<file path="src/rtl/nvu_defines.svh">
// register offsets, field positions, keys and timing constants of the nvm sequencer
`ifndef NVU_DEFINES_SVH
`define NVU_DEFINES_SVH
`define NVU_AW 8
`define NVU_OFF_CTRL 8'h00
`define NVU_OFF_KEY 8'h04
`define NVU_OFF_ADRL 8'h08
`define NVU_OFF_ADRH 8'h0C
`define NVU_OFF_DATL 8'h10
`define NVU_OFF_DATH 8'h14
`define NVU_OFF_FLAG 8'h18
`define NVU_OFF_STAT 8'h1C
`define NVU_B_RD 0
`define NVU_B_WR 1
`define NVU_B_WRITE_EN 2
`define NVU_B_FREE 4
`define NVU_B_LWLO 5
`define NVU_B_REGS 6
`define NVU_B_DONE 0
`define NVU_B_IE 1
`define NVU_KEY_FIRST 8'h55
`define NVU_KEY_SECOND 8'hAA
`define NVU_EE_BASE_HI 8'hF0
`define NVU_REG_RST 8'h00
`define NVU_RESP_OKAY 2'b00
`define NVU_RESP_SLVERR 2'b10
`define NVU_CLK_MHZ 20
`define NVU_EE_TIME_US 4000
`define NVU_ERASE_TIME_US 2000
`define NVU_PROG_TIME_US 2000
`define NVU_TMR_W 20
`endif

</file>
<file path="src/rtl/nvu_pkg.sv">
// types shared by the nvm sequencer modules
package nvu_pkg;
  typedef enum logic [2:0] {OP_IDLE, OP_READ, OP_EE, OP_ERASE, OP_PROG} nvu_op_e;
  typedef enum logic [1:0] {KEY_IDLE, KEY_FIRST, KEY_SECOND} nvu_key_e;
endpackage

</file>
<file path="src/rtl/nvu_op_timer.sv">
// down-counter that times one nonvolatile operation
`timescale 1ns/10ps
module nvu_op_timer #(
  parameter int W = 20
) (
  // clock and reset
  input wire logic aclk,
  input wire logic aresetn,
  // load and status
  input wire logic load,
  input wire logic [W-1:0] cycles,
  output logic busy,
  output logic done
);
  logic [W-1:0] cnt_r;
  logic done_r;

  assign busy = cnt_r != '0;
  assign done = done_r;

  always_ff @(posedge aclk) begin
    if (!aresetn) begin
      cnt_r <= '0;
      done_r <= 1'b0;
    end else begin
      done_r <= cnt_r == W'(1);
      if (load) begin
        cnt_r <= cycles;
      end else if (busy) begin
        cnt_r <= cnt_r - W'(1);
      end
    end
  end
endmodule

</file>
<file path="src/rtl/nvu_unlock.sv">
// tracks the two-key unlock sequence in front of a write start
`timescale 1ns/10ps
`include "nvu_defines.svh"
module nvu_unlock (
  // clock and reset
  input wire logic aclk,
  input wire logic aresetn,
  // register access events
  input wire logic key_wr,
  input wire logic [7:0] key_data,
  input wire logic start_req,
  input wire logic other_acc,
  // unlock granted for this start
  output logic key_ok
);
  nvu_pkg::nvu_key_e state_r;
  nvu_pkg::nvu_key_e state_nxt;

  wire first_key = key_data == `NVU_KEY_FIRST;
  wire second_key = key_data == `NVU_KEY_SECOND;

  assign key_ok = start_req && state_r == nvu_pkg::KEY_SECOND;

  always_comb begin
    state_nxt = state_r;
    if (other_acc || start_req) begin
      state_nxt = nvu_pkg::KEY_IDLE;
    end else if (key_wr) begin
      case (state_r)
        nvu_pkg::KEY_FIRST: state_nxt = second_key ? nvu_pkg::KEY_SECOND :
                                        first_key ? nvu_pkg::KEY_FIRST : nvu_pkg::KEY_IDLE;
        default: state_nxt = first_key ? nvu_pkg::KEY_FIRST : nvu_pkg::KEY_IDLE;
      endcase
    end
  end

  always_ff @(posedge aclk) begin
    if (!aresetn) begin
      state_r <= nvu_pkg::KEY_IDLE;
    end else begin
      state_r <= state_nxt;
    end
  end
endmodule

</file>
<file path="src/rtl/nvu_top.sv">
// nvm self-write sequencer with axi4-lite register slave
`timescale 1ns/10ps
`include "nvu_defines.svh"
module nvu_top #(
  parameter int EE_CYCLES = `NVU_EE_TIME_US * `NVU_CLK_MHZ,
  parameter int ERASE_CYCLES = `NVU_ERASE_TIME_US * `NVU_CLK_MHZ,
  parameter int PROG_CYCLES = `NVU_PROG_TIME_US * `NVU_CLK_MHZ
) (
  // clock and reset
  input wire logic aclk,
  input wire logic aresetn,
  // axi4-lite write address and data
  input wire logic [`NVU_AW-1:0] s_axi_awaddr,
  input wire logic s_axi_awvalid,
  output logic s_axi_awready,
  input wire logic [31:0] s_axi_wdata,
  input wire logic [3:0] s_axi_wstrb,
  input wire logic s_axi_wvalid,
  output logic s_axi_wready,
  // axi4-lite write response
  output logic [1:0] s_axi_bresp,
  output logic s_axi_bvalid,
  input wire logic s_axi_bready,
  // axi4-lite read
  input wire logic [`NVU_AW-1:0] s_axi_araddr,
  input wire logic s_axi_arvalid,
  output logic s_axi_arready,
  output logic [31:0] s_axi_rdata,
  output logic [1:0] s_axi_rresp,
  output logic s_axi_rvalid,
  input wire logic s_axi_rready,
  // protection pins
  input wire logic nvm_code_protect,
  input wire logic nvm_write_protect,
  // memory array side
  output logic [15:0] mem_addr,
  output logic [13:0] mem_wdata,
  output logic mem_region,
  output logic mem_rd,
  output logic mem_ee_write,
  output logic mem_row_erase,
  output logic mem_latch_load,
  output logic mem_prog,
  input wire logic [13:0] mem_rdata,
  // cpu side
  output logic cpu_stall,
  output logic nvm_irq
);
  function automatic logic nvu_hit(input logic [`NVU_AW-1:0] a, input logic [`NVU_AW-1:0] off);
    return a == off;
  endfunction

  function automatic logic nvu_mapped(input logic [`NVU_AW-1:0] a);
    return a[1:0] == 2'b00 && a <= `NVU_OFF_STAT;
  endfunction

  logic aw_hold_r, w_hold_r, bvalid_r, rvalid_r;
  logic [`NVU_AW-1:0] awaddr_r;
  logic [31:0] wdata_r, rdata_r;
  logic [3:0] wstrb_r;
  logic [1:0] bresp_r, rresp_r;
  logic [7:0] adrl_r, adrh_r, datl_r;
  logic [5:0] dath_r;
  logic rd_r, wr_r, write_en_r, free_r, lwlo_r, regs_r, done_r, ie_r;
  logic cp_m_r, cp_s_r, wp_m_r, wp_s_r;
  logic mem_rd_r, mem_ee_r, mem_erase_r, mem_latch_r, mem_prog_r;
  nvu_pkg::nvu_op_e op_r, op_nxt;

  // bus handshake; one write and one read outstanding at most
  assign s_axi_awready = !aw_hold_r && !bvalid_r;
  assign s_axi_wready = !w_hold_r && !bvalid_r;
  assign s_axi_arready = !rvalid_r;
  assign s_axi_bvalid = bvalid_r;
  assign s_axi_bresp = bresp_r;
  assign s_axi_rvalid = rvalid_r;
  assign s_axi_rdata = rdata_r;
  assign s_axi_rresp = rresp_r;

  wire wr_go = aw_hold_r && w_hold_r && !bvalid_r;
  wire rd_go = s_axi_arvalid && !rvalid_r;
  wire lane0 = wr_go && wstrb_r[0];
  wire [7:0] wbyte = wdata_r[7:0];
  wire ctrl_wr = lane0 && nvu_hit(awaddr_r, `NVU_OFF_CTRL);
  wire key_wr = lane0 && nvu_hit(awaddr_r, `NVU_OFF_KEY);
  wire flag_wr = lane0 && nvu_hit(awaddr_r, `NVU_OFF_FLAG);
  wire wr_req = ctrl_wr && wbyte[`NVU_B_WR];
  wire rd_req = ctrl_wr && wbyte[`NVU_B_RD];
  wire other_acc = rd_go || (wr_go && !key_wr && !wr_req);
  wire idle = op_r == nvu_pkg::OP_IDLE;
  wire key_ok;

  nvu_unlock nvu_unlock_i (
    .aclk(aclk),
    .aresetn(aresetn),
    .key_wr(key_wr),
    .key_data(wbyte),
    .start_req(wr_req),
    .other_acc(other_acc),
    .key_ok(key_ok)
  );

  // operation select from the control byte being written
  wire is_ee = wbyte[`NVU_B_REGS] && adrh_r == `NVU_EE_BASE_HI;
  wire wp_hit = !wbyte[`NVU_B_REGS] && wp_s_r;
  wire start_ok = key_ok && wbyte[`NVU_B_WRITE_EN] && !cp_s_r && idle;
  wire go_ee = start_ok && is_ee;
  wire go_erase = start_ok && !is_ee && wbyte[`NVU_B_FREE] && !wp_hit;
  wire go_flash = start_ok && !is_ee && !wbyte[`NVU_B_FREE] && !wp_hit;
  wire go_latch = go_flash && wbyte[`NVU_B_LWLO];
  wire go_prog = go_flash && !wbyte[`NVU_B_LWLO];
  wire go_read = rd_req && !wr_req && !cp_s_r && idle;
  wire tmr_load = go_ee || go_erase || go_prog;
  wire [`NVU_TMR_W-1:0] tmr_cycles = go_ee ? `NVU_TMR_W'(EE_CYCLES) :
                                     go_erase ? `NVU_TMR_W'(ERASE_CYCLES) : `NVU_TMR_W'(PROG_CYCLES);
  wire tmr_done;

  nvu_op_timer #(.W(`NVU_TMR_W)) nvu_op_timer_i (
    .aclk(aclk),
    .aresetn(aresetn),
    .load(tmr_load),
    .cycles(tmr_cycles),
    .busy(),
    .done(tmr_done)
  );

  // read data selection
  wire [7:0] ctrl_view = {1'b0, regs_r, lwlo_r, free_r, 1'b0, write_en_r, wr_r, rd_r};
  wire [7:0] flag_view = {6'h00, ie_r, done_r};
  wire [7:0] stat_view = {5'h00, cp_s_r, cpu_stall, !idle};
  wire [7:0] rd_byte = nvu_hit(s_axi_araddr, `NVU_OFF_CTRL) ? ctrl_view :
                       nvu_hit(s_axi_araddr, `NVU_OFF_ADRL) ? adrl_r :
                       nvu_hit(s_axi_araddr, `NVU_OFF_ADRH) ? adrh_r :
                       nvu_hit(s_axi_araddr, `NVU_OFF_DATL) ? datl_r :
                       nvu_hit(s_axi_araddr, `NVU_OFF_DATH) ? {2'b00, dath_r} :
                       nvu_hit(s_axi_araddr, `NVU_OFF_FLAG) ? flag_view :
                       nvu_hit(s_axi_araddr, `NVU_OFF_STAT) ? stat_view : `NVU_REG_RST;

  assign cpu_stall = op_r == nvu_pkg::OP_READ || op_r == nvu_pkg::OP_ERASE ||
                     op_r == nvu_pkg::OP_PROG;
  assign nvm_irq = done_r && ie_r;
  assign mem_addr = {adrh_r, adrl_r};
  assign mem_wdata = {dath_r, datl_r};
  assign mem_region = regs_r;
  assign mem_rd = mem_rd_r;
  assign mem_ee_write = mem_ee_r;
  assign mem_row_erase = mem_erase_r;
  assign mem_latch_load = mem_latch_r;
  assign mem_prog = mem_prog_r;

  always_comb begin
    op_nxt = op_r;
    case (op_r)
      nvu_pkg::OP_IDLE: begin
        if (go_read) begin
          op_nxt = nvu_pkg::OP_READ;
        end else if (go_ee) begin
          op_nxt = nvu_pkg::OP_EE;
        end else if (go_erase) begin
          op_nxt = nvu_pkg::OP_ERASE;
        end else if (go_prog) begin
          op_nxt = nvu_pkg::OP_PROG;
        end
      end
      nvu_pkg::OP_READ: op_nxt = nvu_pkg::OP_IDLE;
      default: begin
        if (tmr_done) begin
          op_nxt = nvu_pkg::OP_IDLE;
        end
      end
    endcase
  end

  // pin synchronisers
  always_ff @(posedge aclk) begin
    if (!aresetn) begin
      {cp_m_r, cp_s_r, wp_m_r, wp_s_r} <= 4'h0;
    end else begin
      {cp_m_r, cp_s_r, wp_m_r, wp_s_r} <= {nvm_code_protect, cp_m_r, nvm_write_protect, wp_m_r};
    end
  end

  // write channel
  always_ff @(posedge aclk) begin
    if (!aresetn) begin
      aw_hold_r <= 1'b0;
      w_hold_r <= 1'b0;
      bvalid_r <= 1'b0;
      bresp_r <= `NVU_RESP_OKAY;
      awaddr_r <= '0;
      wdata_r <= 32'h0000_0000;
      wstrb_r <= 4'h0;
    end else begin
      if (s_axi_awvalid && s_axi_awready) begin
        aw_hold_r <= 1'b1;
        awaddr_r <= s_axi_awaddr;
      end
      if (s_axi_wvalid && s_axi_wready) begin
        w_hold_r <= 1'b1;
        wdata_r <= s_axi_wdata;
        wstrb_r <= s_axi_wstrb;
      end
      if (wr_go) begin
        aw_hold_r <= 1'b0;
        w_hold_r <= 1'b0;
        bvalid_r <= 1'b1;
        bresp_r <= nvu_mapped(awaddr_r) ? `NVU_RESP_OKAY : `NVU_RESP_SLVERR;
      end else if (s_axi_bready) begin
        bvalid_r <= 1'b0;
      end
    end
  end

  // read channel
  always_ff @(posedge aclk) begin
    if (!aresetn) begin
      rvalid_r <= 1'b0;
      rdata_r <= 32'h0000_0000;
      rresp_r <= `NVU_RESP_OKAY;
    end else if (rd_go) begin
      rvalid_r <= 1'b1;
      rdata_r <= {24'h00_0000, rd_byte};
      rresp_r <= nvu_mapped(s_axi_araddr) ? `NVU_RESP_OKAY : `NVU_RESP_SLVERR;
    end else if (s_axi_rready) begin
      rvalid_r <= 1'b0;
    end
  end

  // control, status and data registers
  always_ff @(posedge aclk) begin
    if (!aresetn) begin
      {rd_r, wr_r, write_en_r, free_r, lwlo_r, regs_r, done_r, ie_r} <= `NVU_REG_RST;
      {adrl_r, adrh_r, datl_r} <= 24'h00_0000;
      dath_r <= 6'h00;
      op_r <= nvu_pkg::OP_IDLE;
    end else begin
      op_r <= op_nxt;
      if (ctrl_wr) begin
        write_en_r <= wbyte[`NVU_B_WRITE_EN];
        free_r <= wbyte[`NVU_B_FREE];
        lwlo_r <= wbyte[`NVU_B_LWLO];
        regs_r <= wbyte[`NVU_B_REGS];
      end
      rd_r <= go_read;
      if (tmr_load) begin
        wr_r <= 1'b1;
      end else if (tmr_done) begin
        wr_r <= 1'b0;
      end
      if (tmr_done) begin
        done_r <= 1'b1;
      end else if (flag_wr && wbyte[`NVU_B_DONE]) begin
        done_r <= 1'b0;
      end
      if (flag_wr) begin
        ie_r <= wbyte[`NVU_B_IE];
      end
      if (lane0 && nvu_hit(awaddr_r, `NVU_OFF_ADRL)) begin
        adrl_r <= wbyte;
      end
      if (lane0 && nvu_hit(awaddr_r, `NVU_OFF_ADRH)) begin
        adrh_r <= wbyte;
      end
      if (op_r == nvu_pkg::OP_READ) begin
        {dath_r, datl_r} <= mem_rdata;
      end else begin
        if (lane0 && nvu_hit(awaddr_r, `NVU_OFF_DATL)) begin
          datl_r <= wbyte;
        end
        if (lane0 && nvu_hit(awaddr_r, `NVU_OFF_DATH)) begin
          dath_r <= wbyte[5:0];
        end
      end
    end
  end

  // one-cycle commands to the array
  always_ff @(posedge aclk) begin
    if (!aresetn) begin
      {mem_rd_r, mem_ee_r, mem_erase_r, mem_latch_r, mem_prog_r} <= 5'h00;
    end else begin
      {mem_rd_r, mem_ee_r, mem_erase_r, mem_latch_r, mem_prog_r} <=
        {go_read, go_ee, go_erase, go_latch, go_prog};
    end
  end
endmodule

</file>
<file path="config.mk">
export PLATFORM = sky130hd
export DESIGN_NAME = nvu_top
export DESIGN_NICKNAME = d
export VERILOG_FILES = /design/src/rtl/nvu_pkg.sv /design/src/rtl/nvu_op_timer.sv /design/src/rtl/nvu_unlock.sv /design/src/rtl/nvu_top.sv
export VERILOG_INCLUDE_DIRS = /design/src /design/src/rtl
export SDC_FILE = /design/constraint.sdc
export NUM_CORES = 1
export LEC_CHECK = 0
export ABC_AREA = 1
export BUFFER_PORTS_ARGS = -buffer_cell sky130_fd_sc_hd__buf_2
export CORE_MARGIN = 3
export CORE_UTILIZATION = 34
export CTS_CLUSTER_DIAMETER = 150
export CTS_CLUSTER_SIZE = 16
export DETAILED_ROUTE_END_ITERATION = 6
export GPL_ROUTABILITY_DRIVEN = 0
export PLACE_DENSITY_LB_ADDON = 0.2
export SYNTH_ARGS = -nofsm -noshare
export SYNTH_HDL_FRONTEND = slang
export SYNTH_SLANG_ARGS = --single-unit
</file>
<file path="constraint.sdc">
create_clock -name aclk -period 2.3 [get_ports aclk]
set_clock_uncertainty 0.1 [all_clocks]
set_input_delay 0.46 -clock aclk [delete_from_list [all_inputs] [get_ports aclk]]
set_output_delay 0.46 -clock aclk [all_outputs]
set_load 0.01 [all_outputs]
</file>
# Yosys cells after proc, flatten, opt, wreduce, memory -nomap -nowiden

Cells that the tools add are included.

Input bits: 75
Flip-flop bits (word level): 105
Output and inout port bits: 79
Word-level logic and storage cells: 169

$lt $le $gt $ge: 2
Bitwise logic cells: 1
$add $sub $neg: 1
Multiplexer cells: 33
Reductions and logical operators: 76
Eq/ne operators: 22

Operators by type and width:

| kind                                                                     | count |
|---|---|
| 8-bit by 5-bit == test with 1-bit output (second input constant)         | 7 |
| 8-bit two-way mux                                                        | 6 |
| 1-bit logical AND                                                        | 40 |
| 20-bit two-way mux                                                       | 2 |
| 8-bit by 4-bit == test with 1-bit output (second input constant)         | 4 |
| 3-bit two-way mux                                                        | 7 |
| 20-bit by 1-bit == test with 1-bit output (second input constant)        | 1 |
| 20-bit nonzero test                                                      | 1 |
| 20-bit by 1-bit subtractor with 20-bit output (second input constant)    | 1 |
| 6-bit two-way mux                                                        | 3 |
| 17-bit two-way mux                                                       | 1 |
| 8-bit == test (second input constant)                                    | 2 |
| 8-bit by 5-bit <= comparator with 1-bit output (second input constant)   | 2 |
| 8-bit logical NOT                                                        | 2 |
| 2-bit nonzero test                                                       | 7 |
| 1-bit logical NOT                                                        | 13 |
| 1-bit two-way mux                                                        | 9 |
| 8-bit by 3-bit == test with 1-bit output (second input constant)         | 1 |
| 8-bit by 7-bit == test with 1-bit output (second input constant)         | 1 |
| 2-bit two-way mux                                                        | 4 |
| 1-bit logical OR                                                         | 6 |
| 3-bit case mux with 2 select lines                                       | 1 |
| 5-bit by 1-bit inequality test with 1-bit output (second input constant) | 1 |
| 2-bit logical NOT                                                        | 2 |
| other kinds (10)                                                         | 11 |

# Depth between registers and ports, before layout

Depth in word-level cells: 18
Gate-level depth with buffers: 14
Mapped depth without buffers: 14

# Cells and area by module

From an unflattened synthesis, not the netlist that was laid out.

Cells, all modules: 768
Area, all modules: 5325.1 um^2

Modules (own cells, without submodules):

| module       | times used | cells an instance | area an instance (um^2) | seq. area each (um^2) |
|---|---|---|---|---|
| nvu_top      | 1          | 509               | 3761.1                  | 1601.5 |
| nvu_op_timer | 1          | 230               | 1401.3                  | 420.4 |
| nvu_unlock   | 1          | 29                | 162.7                   | 40.0 |

# Worst setup path before layout

Ideal clock, no wire load.

Path type: reg-to-reg
Start: register nvu_op_timer_i.cnt_r[0]
End: register nvu_op_timer_i.cnt_r[14]
Arrival: 1.545 ns
Cell stages (with the launch flop): 12
Required time: 2.086 ns
Setup time: 0.114 ns
Path buffers: 0
Setup slack: 0.541 ns
Period minus slack after synthesis: 1.759 ns
Cell sequence: dfxtp_1 inv_1 ha_1 nand3_1 inv_1 nand2_1 nor2_1 nand2_2 inv_1 nor4_1 xor2_1 nor2_1

Longest elaborated chain between the ends: 3
Elaborated cells between the ends (all ways): 5
Those cells by class: add/sub: 1; mux: 2; reduce/logical: 2

Ends and longest elaborated chain:

| item                                          | line               | text |
|---|---|---|
| from (decl)                                   | nvu_op_timer.sv:15 | `logic [W-1:0] cnt_r;` |
| from (signal assigned)                        | nvu_op_timer.sv:28 | `cnt_r <= cycles;` |
| from (signal assigned)                        | nvu_op_timer.sv:30 | `cnt_r <= cnt_r - W'(1);` |
| 20-bit by 1-bit subtractor with 20-bit output | nvu_op_timer.sv:30 |  |
| 20-bit two-way mux                            | nvu_op_timer.sv:29 | `end else if (busy) begin` |
| 20-bit two-way mux                            | nvu_op_timer.sv:27 | `if (load) begin` |

Parallel ways exist; a longest one is shown, timed or not. The select of a mux whose other input is x is not followed.
A chain may end at the register's enable or synchronous reset.

# Worst setup path in the final report

Start: register adrh_r[5]
End: register nvu_op_timer_i.cnt_r[19]

Longest elaborated chain between the ends: 9
Elaborated cells between the ends (all ways): 14
Those cells by class: eq/ne: 1; mux: 1; reduce/logical: 12

Ends and longest elaborated chain:

| item                                                            | line                           | text |
|---|---|---|
| from (decl)                                                     | nvu_top.sv:62                  | `logic [7:0] adrl_r, adrh_r, datl_r;` |
| from (signal assigned)                                          | nvu_top.sv:261                 | `adrh_r <= wbyte;` |
| 8-bit == test (no line) *                                       | -                              |  |
| 1-bit logical AND (no line) *                                   | -                              |  |
| 1-bit logical NOT                                               | nvu_top.sv:107, nvu_top.sv:108 |  |
| 1-bit logical AND                                               | nvu_top.sv:107, nvu_top.sv:108 |  |
| 1-bit logical AND (on tied branches) (2 in a row)               | nvu_top.sv:107, nvu_top.sv:108 |  |
| 1-bit logical OR / 1-bit logical AND (equally long branches)    | nvu_top.sv:112, nvu_top.sv:110 |  |
| 1-bit logical OR *                                              | nvu_top.sv:112                 | `wire tmr_load = go_ee \|\| go_erase \|\| go_prog;` |
| 20-bit two-way mux / 2-bit nonzero test (equally long branches) | -                              |  |

Every way passes the cells marked *; elsewhere a longest branch is shown, timed or not.

==> flow_summary.yaml <==
cts:
  clk_root_buffer_cell: "clkbuf_16"
  worst_setup_hold_path_clk_slew_ps: 80
  post_cts_resized: 0
  clock_sink_total: 103
  cts_hold_buffers: 0
  htree_num_levels: 3
  clk-insertion-delay-late_ps: 350
  clockBufferDepth: 2
  post-cts-setup-buffer-count: 0
  tritoncts: "built"
  cts_buffers: 9
die:
  die_height_um: 128
  top_level_ports: 154
  die-width_um: 128
  placeableCoreArea_mm2: 0.0142
  floorplan.initialDensity_pct: 35.6
  core.rowCount: 43
  dieArea_mm2: 0.0164
worst_setup_path:
  cp-start-kind: "flop"
  critPathKind: "reg -> reg"
  cp.required_ps: 2480
  crit_path_max_fanout: 6
  worst-endpoint-arrival_ps: 2190
  worst_setup_path_end_kind: "flop"
power:
  static-leakage-power_nw: 2.84
  swShare_pct: 35.1
  share_comb_of_total_power_pct: 29.5
  seq_power_share_pct: 40.9
  p_int_mw: 3.36
  clock_power_share_pct: 29.7
  pwr_density_cell_mw_per_mm2: 860
  irDropWorstVdd_mv: 0.680
  power.net_switching_mw: 1.82
sta:
  final_critical_path_setup_slack_ps: 294
  slew_of_the_pin_with_the_lowest_slew_margin_ps: 624
  timing.fmax_ghz: 0.499
  setup_total_negative_slack_ps: 0
  final_hold_viol_count: 0
  post-route-period-util_pct: 87.2
  setup_repair_after_global_routing_missed_its_margin: "no"
  slew_viol_final: 0
  relative_slew_slack_pct: 58.3
  final-setup-viol-count: 0
  timing.final.crit_period_ps: 2010
status:
  result_of_the_run: "completed"
logic_synthesis:
  asyncSetResetFlopFracSynth_pct: 0
  synth_top_flop_cell: "dfxtp_1"
  number_of_unique_standard_cell_types_used_by_synthesis: 47
  post_synth_inst_count: 700
  area_share_of_xor_xnor_cells_in_the_synthesized_design_pct: 1.21
  mappedNetlistArea_mm2: 0.00506
  synth_fa_ha_area_share_pct: 0.494
  yosysTopAreaCell: "dfxtp_1"
  synth-seq-cells: 103
  synth.avg_cell_area_um2: 7.23
  synth_seq_area_share_pct: 40.7
  post_synth_and_or_nand_nor_area_fraction_pct: 29.5
  largest_cells_by_area_after_synthesis: "dfxtp_1, nand2_1, inv_1"
  synthMostInstantiatedCell: "nand2_1"
  yosys_warnings: 0
  synth_compound_gate_area_share_pct: 16.3
  post_synth_mux_area_share_pct: 0
  synth_edf_count: 0
  yosysTopAreaCellShare_pct: 40.7
  synth_common_cells: "nand2_1, dfxtp_1, inv_1"
  synth_top_family_by_area: "simple AND/OR/NAND/NOR gates"
global_routing:
  global_route.usage.total_pct: 17.5
  grt_start_max_net_pins: 50
  global_route_wire_length_before_repair_mm: 22.8
  grt_overflow_total: 0
  grt_pass1_vias: 4443
  antenna_violations_before_repair: 0
cells_and_area:
  layout.filler_cells: 1527
  final_util_pct: 42.5
  multi_input_comb_area_mm2: 0.00250
  drive_gt1_share_pct: 20.6
  area_growth_pct: 19.1
  final_net_count: 886
  insertedDiodeCount: 0
  register_area_mm2: 0.00206
  final-instance-count-excl-fill: 994
detailed_routing:
  antenna_nets_post_route: 0
  post-route-drc-count: 0
  drtIter0Drc: 335
  routed_via_density: 4.76
  drt_wl_total_mm: 14.1
  firstDrtPassIters: 5
  detailroute.via_count: 4733
  wire_per_inst_um: 14.1
flow_run:
  max_cap_violations: 0
place:
  io_buf_count: 100
  hpwl_mm: 11.0
  dpl_worst_slack_ps: 286
  post-place-cells: 978
hold_path:
  hold_path.class: "in -> reg"
==> kinds of logic after synthesis <==
group                    Yosys count
flip-flops                       103
AO/OA/AOI/OAI                    146
other                              1
XOR/XNOR                           7
AND/OR/NAND/NOR                  311
adder cells (fa/ha/maj)            2
buffers and inverters            130
==> per-stage QoR <==
| step | total power, mW | instance area (um2) | hold WS [ps] |
|---|---|---|---|
| floorplan | 3.34 | 5160 | 290 |
| global placement | 3.68 | 5730 | 295 |
| detailed placement | 3.68 | 5730 | 299 |
| CTS | 5.24 | 6030 | 171 |
| global route | 5.59 | 6030 | 192 |
| finish | 5.18 | 6030 | 189 |
==> per-layer routing <==
layer,up-vias,global-route usage (%),part of all wire (%)
li1,2487,-,-
met1,2083,23.2,48
met2,146,28.2,44
met3,17,3.71,5.5
met4,0,6.12,2.1
met5,-,0,0
==> layout by cell type, fill, tap and decap left out, types with 2 or more instances in the layout <==
cell and n:
a22oi_1 9, xor2_1 6, clkbuf_8 3, or2_2 3, o2111ai_1 2, a31oi_1 8, o21ai_0 49, nor2_4 7
nand3_2 4, nor3_1 14, nand4_1 11, inv_6 3, a211oi_1 11, nand2_1 122, nor4_1 6, dfxtp_1 103
nor2_2 6, ha_1 2, a21oi_1 59, inv_2 3, conb_1 26, nor2_1 81, inv_1 86, nand2_4 4
nor3_2 2, buf_2 100, buf_4 13, clkbuf_16 9, nand3_1 40, nand2_2 3
==> final timing paths <==
kind	startpoint	end	slack (ps)	cells past startpoint
worst max register to register	adrh_r[5]	nvu_op_timer_i.cnt_r[19]	290	12
worst min-delay path	nvm_write_protect	wp_m_r	190	3
worst min register to register	cp_m_r	cp_s_r	310	2
worst max-delay path	adrh_r[5]	nvu_op_timer_i.cnt_r[19]	290	12
==> power by group through the flow <==
stage / clock, mW / sequential (mW) / combinational (mW)
6_report: 1.54 / 2.12 / 1.53
5_1_grt: 1.67 / 2.15 / 1.78
4_1_cts: 1.59 / 2.12 / 1.53
3_5_place_dp: 0 / 2.16 / 1.52
3_3_place_gp: 0 / 2.16 / 1.52
2_1_floorplan: 0 / 2.13 / 1.21
==> layout make-up <==
| type | count | area share (%) |
|---|---|---|
| sequential | 103 | 34.2 |
| clock inverter | 4 | 0.581 |
| inverter | 90 | 5.64 |
| clock buffer | 12 | 4.42 |
| multi-input combinational | 492 | 41.5 |
| tap | 180 | 3.74 |
| timing repair buffer | 113 | 9.92 |
==> flip-flops by register name (all words and copies together), names as in the netlist, 2 cells and up <==
signal and flops:
adrh_r 8, adrl_r 8, awaddr_r 8, dath_r 6, datl_r 8, nvu_op_timer_i.cnt_r 20
nvu_unlock_i.state_r 2, op_r 3, s_axi_rdata 8, wdata_r 8
==> worst max-delay path: stages (launching register included) <==
cell and delay, ps:
dfxtp_1 450, nand2_1 100, inv_1 60, nand3_1 100, nor2_4 140, nor2_1 110, nand3_2 130, nand2_2 80
inv_2 80, nand2_4 80, nor2_1 260, o21ai_0 130, a21oi_1 130
(Power assumes the default switching activity.)
